`src/hdl/wsu_pkg.sv`:
```
// Purpose: shared constants of the word shift unit
// Assumes: APB slave, 32-bit data, one aligned word per register
// Notes: offsets are byte addresses
package wsu_pkg;

  // ************************************************************
  // widths
  // ************************************************************
  localparam int WORD_W = 16;
  localparam int CNT_W = 5;
  localparam int ADDR_W = 8;
  localparam int DATA_W = 32;

  // ************************************************************
  // register offsets
  // ************************************************************
  localparam logic [ADDR_W-1:0] OFF_SER_WORD = 8'h00;
  localparam logic [ADDR_W-1:0] OFF_SER_CTRL = 8'h04;
  localparam logic [ADDR_W-1:0] OFF_OPERAND = 8'h08;
  localparam logic [ADDR_W-1:0] OFF_COUNT = 8'h0c;
  localparam logic [ADDR_W-1:0] OFF_WCTRL = 8'h10;
  localparam logic [ADDR_W-1:0] OFF_STATUS = 8'h14;

  // ************************************************************
  // field positions
  // ************************************************************
  localparam int SER_LEVEL_BIT = 0;
  localparam int SER_SHIFT_BIT = 1;
  localparam int SER_CLEAR_BIT = 2;
  localparam int WC_ENABLE_BIT = 0;
  localparam int WC_LEFT_BIT = 1;
  localparam int WC_EXEC_BIT = 2;
  localparam int ST_CARRY_BIT = 0;
  localparam int ST_ENABLE_BIT = 1;

  // ************************************************************
  // reset values
  // ************************************************************
  localparam logic [WORD_W-1:0] RST_WORD = 16'h0000;
  localparam logic [CNT_W-1:0] RST_COUNT = 5'h00;
  localparam logic RST_BIT = 1'b0;

endpackage

```
`src/hdl/wsu_barrel.sv`:
```
// Purpose: combinational word shifter with carry of last bit out
// Assumes: count 0 means no shift and no carry update
// Notes: counts above the word width give zero and carry zero
`timescale 1ns/10ps
module wsu_barrel #(
  parameter int WIDTH = 16,
  parameter int CW = 5
) (
  // operand
  input wire logic [WIDTH-1:0] din,
  input wire logic [CW-1:0] count,
  input wire logic left,
  // result
  output logic [WIDTH-1:0] dout,
  output logic carry_valid,
  output logic carry_out
);

  int n;

  always_comb begin
    n = int'(count);
    dout = din;
    carry_valid = 1'b0;
    carry_out = 1'b0;
    if (n == 0) begin
      dout = din;
    end else if (n <= WIDTH) begin
      carry_valid = 1'b1;
      if (left) begin
        dout = din << count;
        carry_out = din[WIDTH-n];
      end else begin
        dout = din >> count;
        carry_out = din[n-1];
      end
    end else begin
      carry_valid = 1'b1;
      dout = '0;
      carry_out = 1'b0;
    end
  end

endmodule

```
`src/hdl/wsu_serial_shifter.sv`:
```
// Purpose: one-bit left shift register with serial input
// Assumes: strobes are one-cycle pulses on the same clock
// Notes: clear beats shift, shift beats a software load
`timescale 1ns/10ps
module wsu_serial_shifter #(
  parameter int WIDTH = 16,
  parameter logic [WIDTH-1:0] RESET_VALUE = '0
) (
  // clock and reset
  input wire logic clock,
  input wire logic sys_rst,
  // control
  input wire logic serial_in_level,
  input wire logic shift_strobe,
  input wire logic clear_strobe,
  input wire logic load,
  input wire logic [WIDTH-1:0] load_data,
  // state
  output logic [WIDTH-1:0] word
);

  logic [WIDTH-1:0] next_word;

  always_comb begin
    next_word = word;
    if (clear_strobe) begin
      next_word = '0;
    end else if (shift_strobe) begin
      next_word = {word[WIDTH-2:0], serial_in_level};
    end else if (load) begin
      next_word = load_data;
    end
  end

  always_ff @(posedge clock) begin
    if (sys_rst) begin
      word <= RESET_VALUE;
    end else begin
      word <= next_word;
    end
  end

endmodule

```
`src/hdl/wsu_top.sv`:
```
// Purpose: shift datapath with serial shifter and word shifts on APB
// Assumes: 20 MHz clock, zero-wait APB slave, synchronous reset
// Notes: word shifts run only on an execute write while enabled
//
// The register addresses and register access over APB were decided locally.
`timescale 1ns/10ps

// How it works
// - shift strobe moves word one bit up
// - serial level feeds bit 0 on shift
// - clear strobe zeroes the serial word
// - right shift moves operand down by count
// - word shifts act only while enabled
// - right shift copies last bit out to carry
// - right shift zero-fills the top count bits
// - left shift moves operand up by count
// - left shift carries last bit, zero-fills bottom
module wsu_top #(
  parameter int WIDTH = wsu_pkg::WORD_W,
  parameter int CW = wsu_pkg::CNT_W
) (
  // clock and reset
  input wire logic clock,
  input wire logic sys_rst,
  // apb slave
  input wire logic psel,
  input wire logic penable,
  input wire logic pwrite,
  input wire logic [wsu_pkg::ADDR_W-1:0] paddr,
  input wire logic [wsu_pkg::DATA_W-1:0] pwdata,
  output logic [wsu_pkg::DATA_W-1:0] prdata,
  output logic pready,
  output logic pslverr,
  // datapath state
  output logic [WIDTH-1:0] serial_word,
  output logic [WIDTH-1:0] operand_word,
  output logic carry_relay
);
  import wsu_pkg::*;

  // ************************************************************
  // elaboration checks
  // ************************************************************
  generate
    if (WIDTH < 2 || WIDTH > DATA_W) begin : g_bad_width
      $error("word width out of range");
    end
    if ((1 << CW) <= WIDTH) begin : g_bad_count
      $error("count field too narrow for word width");
    end
    if (CW < 1 || CW > DATA_W) begin : g_bad_cw
      $error("count width out of range");
    end
    if (SER_CLEAR_BIT >= DATA_W || WC_EXEC_BIT >= DATA_W) begin : g_bad_bit
      $error("control field beyond data width");
    end
    if (ADDR_W < 5) begin : g_bad_addr
      $error("address too narrow for register map");
    end
  endgenerate

  // ************************************************************
  // apb decode
  // ************************************************************
  logic setup_phase;
  logic access_phase;
  logic wr_access;
  logic addr_hit;

  assign setup_phase = psel && !penable;
  assign access_phase = psel && penable;
  assign wr_access = access_phase && pwrite;
  assign pready = access_phase;

  // ************************************************************
  // write selects
  // ************************************************************
  logic wr_ser_word;
  logic wr_operand;

  assign wr_ser_word = wr_access && paddr == OFF_SER_WORD;
  assign wr_operand = wr_access && paddr == OFF_OPERAND;

  always_comb begin
    case (paddr)
      OFF_SER_WORD,
      OFF_SER_CTRL,
      OFF_OPERAND,
      OFF_COUNT,
      OFF_WCTRL,
      OFF_STATUS: addr_hit = 1'b1;
      default: addr_hit = 1'b0;
    endcase
  end

  // ************************************************************
  // software state
  // ************************************************************
  logic serial_in_level;
  logic shift_strobe;
  logic clear_strobe;
  logic ser_load;
  logic [CW-1:0] shift_count;
  logic word_enable;
  logic word_left;
  logic exec_pulse;
  logic next_serial_in_level;
  logic next_shift_strobe;
  logic next_clear_strobe;
  logic next_ser_load;
  logic [CW-1:0] next_shift_count;
  logic next_word_enable;
  logic next_word_left;
  logic next_exec_pulse;
  logic [WIDTH-1:0] load_data;

  assign load_data = pwdata[WIDTH-1:0];

  // strobes last one cycle after the write edge
  always_comb begin
    next_serial_in_level = serial_in_level;
    next_shift_strobe = 1'b0;
    next_clear_strobe = 1'b0;
    next_ser_load = 1'b0;
    next_shift_count = shift_count;
    next_word_enable = word_enable;
    next_word_left = word_left;
    next_exec_pulse = 1'b0;
    if (wr_access) begin
      case (paddr)
        OFF_SER_WORD: begin
          next_ser_load = 1'b1;
        end
        OFF_SER_CTRL: begin
          next_serial_in_level = pwdata[SER_LEVEL_BIT];
          next_shift_strobe = pwdata[SER_SHIFT_BIT];
          next_clear_strobe = pwdata[SER_CLEAR_BIT];
        end
        OFF_COUNT: begin
          next_shift_count = pwdata[CW-1:0];
        end
        OFF_WCTRL: begin
          next_word_enable = pwdata[WC_ENABLE_BIT];
          next_word_left = pwdata[WC_LEFT_BIT];
          next_exec_pulse = pwdata[WC_EXEC_BIT];
        end
        default: begin
          next_ser_load = 1'b0;
        end
      endcase
    end
  end

  always_ff @(posedge clock) begin
    if (sys_rst) begin
      serial_in_level <= RST_BIT;
      shift_strobe <= RST_BIT;
      clear_strobe <= RST_BIT;
      ser_load <= RST_BIT;
      shift_count <= RST_COUNT;
      word_enable <= RST_BIT;
      word_left <= RST_BIT;
      exec_pulse <= RST_BIT;
    end else begin
      serial_in_level <= next_serial_in_level;
      shift_strobe <= next_shift_strobe;
      clear_strobe <= next_clear_strobe;
      ser_load <= next_ser_load;
      shift_count <= next_shift_count;
      word_enable <= next_word_enable;
      word_left <= next_word_left;
      exec_pulse <= next_exec_pulse;
    end
  end

  // ************************************************************
  // serial left shifter
  // ************************************************************
  logic [WIDTH-1:0] ser_load_data;
  logic [WIDTH-1:0] next_ser_load_data;

  always_comb begin
    next_ser_load_data = ser_load_data;
    if (wr_ser_word) begin
      next_ser_load_data = load_data;
    end
  end

  always_ff @(posedge clock) begin
    if (sys_rst) begin
      ser_load_data <= RST_WORD;
    end else begin
      ser_load_data <= next_ser_load_data;
    end
  end

  // strobes arrive one edge after the write, with its level
  wsu_serial_shifter #(
    .WIDTH(WIDTH),
    .RESET_VALUE(RST_WORD)
  ) u_serial (
    .clock(clock),
    .sys_rst(sys_rst),
    .serial_in_level(serial_in_level),
    .shift_strobe(shift_strobe),
    .clear_strobe(clear_strobe),
    .load(ser_load),
    .load_data(ser_load_data),
    .word(serial_word)
  );

  // ************************************************************
  // word shifter
  // ************************************************************
  logic [WIDTH-1:0] shifted;
  logic carry_valid;
  logic carry_out;
  logic [WIDTH-1:0] next_operand_word;
  logic next_carry_relay;

  // carry moves only when bits leave the word
  wsu_barrel #(
    .WIDTH(WIDTH),
    .CW(CW)
  ) u_barrel (
    .din(operand_word),
    .count(shift_count),
    .left(word_left),
    .dout(shifted),
    .carry_valid(carry_valid),
    .carry_out(carry_out)
  );

  // execution wins over an operand write in the same cycle
  always_comb begin
    next_operand_word = operand_word;
    next_carry_relay = carry_relay;
    if (exec_pulse && word_enable) begin
      next_operand_word = shifted;
      if (carry_valid) begin
        next_carry_relay = carry_out;
      end
    end else if (wr_operand) begin
      next_operand_word = load_data;
    end
  end

  always_ff @(posedge clock) begin
    if (sys_rst) begin
      operand_word <= RST_WORD;
      carry_relay <= RST_BIT;
    end else begin
      operand_word <= next_operand_word;
      carry_relay <= next_carry_relay;
    end
  end

  // ************************************************************
  // read path
  // ************************************************************
  logic [DATA_W-1:0] rd_value;
  logic [DATA_W-1:0] next_prdata;
  logic next_pslverr;

  always_comb begin
    rd_value = '0;
    case (paddr)
      OFF_SER_WORD: rd_value[WIDTH-1:0] = serial_word;
      OFF_SER_CTRL: rd_value[SER_LEVEL_BIT] = serial_in_level;
      OFF_OPERAND: rd_value[WIDTH-1:0] = operand_word;
      OFF_COUNT: rd_value[CW-1:0] = shift_count;
      OFF_WCTRL: begin
        rd_value[WC_ENABLE_BIT] = word_enable;
        rd_value[WC_LEFT_BIT] = word_left;
      end
      OFF_STATUS: begin
        rd_value[ST_CARRY_BIT] = carry_relay;
        rd_value[ST_ENABLE_BIT] = word_enable;
      end
      default: rd_value = '0;
    endcase
  end

  // answer captured at the setup edge, held through access
  always_comb begin
    next_prdata = prdata;
    next_pslverr = pslverr;
    if (setup_phase) begin
      next_prdata = pwrite ? '0 : rd_value;
      next_pslverr = !addr_hit;
    end else if (!psel) begin
      next_prdata = '0;
      next_pslverr = 1'b0;
    end
  end

  always_ff @(posedge clock) begin
    if (sys_rst) begin
      prdata <= '0;
      pslverr <= RST_BIT;
    end else begin
      prdata <= next_prdata;
      pslverr <= next_pslverr;
    end
  end

endmodule

```
`config.mk`:
```
export PLATFORM = sky130hd
export DESIGN_NAME = wsu_top
export DESIGN_NICKNAME = d
export VERILOG_FILES = /design/src/hdl/wsu_pkg.sv /design/src/hdl/wsu_barrel.sv /design/src/hdl/wsu_serial_shifter.sv /design/src/hdl/wsu_top.sv
export SDC_FILE = /design/constraint.sdc
export NUM_CORES = 1
export LEC_CHECK = 0
export ABC_AREA = 0
export CAP_MARGIN = 10
export CELL_PAD_IN_SITES_DETAIL_PLACEMENT = 1
export CELL_PAD_IN_SITES_GLOBAL_PLACEMENT = 1
export CORE_ASPECT_RATIO = 0.5
export CORE_MARGIN = 1.5
export CORE_UTILIZATION = 44
export DETAILED_ROUTE_END_ITERATION = 10
export DONT_BUFFER_PORTS = 1
export PLACE_DENSITY = 0.75
export SLEW_MARGIN = 15
export SYNTH_ARGS = -nofsm -noshare
export SYNTH_HDL_FRONTEND = slang
export SYNTH_HIERARCHICAL = 1
export SYNTH_SLANG_ARGS = --single-unit
```
`constraint.sdc`:
```
create_clock -name clock -period 3 [get_ports clock]
set_clock_uncertainty 0.2 [all_clocks]
set_input_delay 0.3 -clock clock [delete_from_list [all_inputs] [get_ports clock]]
set_output_delay 0.3 -clock clock [all_outputs]
set_load 0.05 [all_outputs]
```
==> metrics.md <==
| Metric | Value |
|---|---|
| Vias/cell | `6.58` |
| Initial antenna violation count | `0` |
| Startpoint Class | `flop` |
| Die W | `165 um` |
| Total Power | `2360 uW` |
| Max Fclk | `0.358 GHz` |
| Status | `complete, no violations` |
| Minimum period implied by the final worst setup slack | `2800 ps` |
| Hold Slack | `18.7 ps` |
| Synth top area cells | `dfxtp_1 27%, mux2i_1 9.1%, mux4_2 8.9%` |
| Initial Util | `0.455` |
| CP Capture Type | `flop` |
| Leakage | `0.00260 uW` |
| Latest clock arrival within the worst-skew pair | `340 ps` |
| Vias | `5,559` |
| Flop-to-flop setup slack | `200 ps` |
| Most numerous cell in the Yosys netlist | `nand2_1` |
| VDD IR max | `0.266 mV` |
| Relative slew margins | `0.464` |
| Postcts setup bufs | `0` |
| Post-DP HPWL | `13,700 um` |
| P&R area growth vs syn | `13.4%` |
| GP Congestion | `0.911` |
| Worst hold endpoint | `pslverr$_SDFFE_PP0P_` |
| Drt initial violations | `532` |
| #FFs+latches synth | `78` |
| Sequential share of the synthesized area | `0.269` |
| R2R depth | `10` |
| Wirelength per Cell | `24.7 um` |
| Drt pass-1 iters | `6` |
| Synthesized area | `5810 um2` |
| Critical Path AT | `2810 ps` |
| Hold Crit Depth | `2` |
| Worst Hold Class | `input port to flop` |
| Die Area | `13,900 um2` |
| Max-Cap Viols | `0` |
| Standard-cell row count | `29` |
| Most frequent cells after synthesis | `86 x nand2_1, 78 x dfxtp_1, 53 x mux2i_1` |
| Cts bufs inserted | `9` |
| Worst-path clk slew | `60 ps` |
| Overall die height | `84.2 um` |
| FF-to-FF End | `operand_word[5]$_SDFFE_PP0P_` |
| Worst hold start | `paddr[6]` |
| Ys async rst share | `0` |
| Yosys cell types | `65` |
| Largest net degree at the start of global routing | `47` |
| Crit-path max FO | `34` |
| Pwr per Cell Area | `358 nW/um2` |
| Worst Max-Slew Pin Slew | `802 ps` |
| GRT Overall Usage | `0.304` |
| Port Buf Inserts | `0` |
| # DRC | `0` |
| First-pass GRT wire length | `32,500 um` |
| Final Cycle Share | `0.932` |
| Post-synth EDFFs | `0` |
| Post-route setup TNS | `0 ps` |
| Share of cells above drive strength 1 | `0.212` |
| Final Hold Vio Count | `0` |
| I/O pin total | `112` |
| Reg2Reg Launch Point | `shift_count[0]$_SDFFE_PP0P_` |
| Cell taking the most area after synthesis | `dfxtp_1` |
| Fin. max-slew vios | `0` |
| CTS tree | `done` |
| Final setup fails | `0` |
| Core area | `12,800 um2` |
| Post-Layout Cell Count | `845` |
| Fin nets | `717` |
| Synth warnings | `6` |
| Clock Tree Buf Depth | `2` |
| Worst Path Required | `3010 ps` |
| Cells after Synth | `648` |
| DRT antenna net count | `0` |
| Via count of the first global-routing pass | `5,577` |
| Mapped Avg Cell Area | `8.96 um2` |
| RSZ-0062 raised after global routing | `no` |
| Root buffer cell | `clkbuf_16` |
| Yosys top cell area share | `0.269` |
| Placed Cells | `804` |
| Overflow after GRT | `0` |
| Clk sinks | `78` |
| # H-tree levels | `3` |
| Most used DFF post-synth | `dfxtp_1` |
| Routed WL | `20,900 um` |
| Antenna diodes | `0` |
| Crit Path Class | `flop to flop` |
==> logic make-up after synthesis <==
family / Yosys count / share of synthesized area
AND/OR/NAND/NOR: 222 / 0.192
AO/OA/AOI/OAI: 147 / 0.179
multiplexers: 116 / 0.270
buffers and inverters: 81 / 0.0819
flip-flops: 78 / 0.269
XOR/XNOR: 2 / 0.00625
adder cells (fa/ha/maj): 1 / 0.00215
other: 1 / 0.000646
==> layer usage <==
layer	global-route usage	routed length (um)	part of all wire	vias to the layer above
li1	-	-	-	2404
met1	0.416	8890	0.43	2795
met2	0.477	9570	0.46	308
met3	0.0746	1890	0.091	52
met4	0.0893	505	0.024	0
met5	0	0	0	-
==> how the worst max path moves through the flow <==
stage	slack, ps	depth (start not counted)	to	startpoint
6_report	200	10	operand_word[5]$_SDFFE_PP0P_	shift_count[0]$_SDFFE_PP0P_
4_1_cts	300	9	carry_relay$_SDFFE_PP0P_	shift_count[0]$_SDFFE_PP0P_
3_5_place_dp	310	9	carry_relay$_SDFFE_PP0P_	shift_count[0]$_SDFFE_PP0P_
5_1_grt	90	9	operand_word[0]$_SDFFE_PP0P_	shift_count[0]$_SDFFE_PP0P_
3_3_place_gp	350	9	operand_word[0]$_SDFFE_PP0P_	shift_count[0]$_SDFFE_PP0P_
2_1_floorplan	50	11	carry_relay$_SDFFE_PP0P_	shift_count[1]$_SDFFE_PP0P_
==> what timing repair did <==
action / 4_1_cts / 5_1_grt
hold buffers: 25 / 1
gates resized for setup: 0 / 0
setup endpoints to repair: 0 / 0
hold endpoints to repair: 60 / 1
==> where the power goes <==
part           internal, uW  total (uW)  switching [uW]
sequential             1040        1040            3.40
clock                   724        1170             446
combinational          42.8         145             102
==> metrics by stage <==
stage	util	instance area, um2	worst slack, ps
global placement	0.470	6000	352
CTS	0.515	6580	297
global route	0.516	6590	93.2
finish	0.516	6590	203
detailed placement	0.470	6000	309
floorplan	-	5870	49.7
==> flip-flops by register name, indices dropped and copies added (netlist names) <==
name	cells
carry_relay	1
pslverr	1
word_left	1
clear_strobe	1
serial_in_level	1
ser_load_data	16
shift_count	5
ser_load	1
shift_strobe	1
u_serial/word	16
word_enable	1
exec_pulse	1
operand_word	16
prdata	16
==> worst max-delay path, stage by stage, from the launching register on <==
cell and delay [ps]:
dfxtp_2 400, buf_12 250, buf_4 250, mux2_2 370
mux2i_1 310, mux2i_1 170, a21oi_1 170, o211ai_1 160
nand3_1 140, a22o_1 150, a21oi_1 70
==> cell type report <==
| type | count | area (um2) |
|---|---|---|
| Fill cell | 1467 | 6190 |
| Multi-Input combinational cell | 504 | 3830 |
| Sequential cell | 78 | 1560 |
| Timing Repair Buffer | 73 | 648 |
| Clock buffer | 9 | 225 |
| Tap cell | 170 | 213 |
| Clock inverter | 6 | 87.6 |
| Inverter | 5 | 18.8 |
==> placed cells by master (no fill, tap or decap), drive strengths merged, types with 3 or more instances in the layout <==
cell         synthesis  routed
conb                 1      16
o211ai               6       6
nor2b                4       4
o21ai               24      24
a211oi               5       5
nor3                 9       9
nand3b               4       4
nand4               11      11
a22oi                4       4
a211o                3       3
a32o                 3       3
inv                  4       4
nand2               86      86
mux2i               53      53
dlygate4sd3          0      25
clkinv               1       5
mux4                25      25
clkbuf              27       9
o211a               16      16
nand3               37      37
nor2                34      34
a22o                20      20
mux2                38      38
dfxtp               78      78
nand2b              21      21
and2                 3       3
a21oi               45      45
buf                 49      48
o2bb2ai              4       4
(Power assumes the default switching activity.)
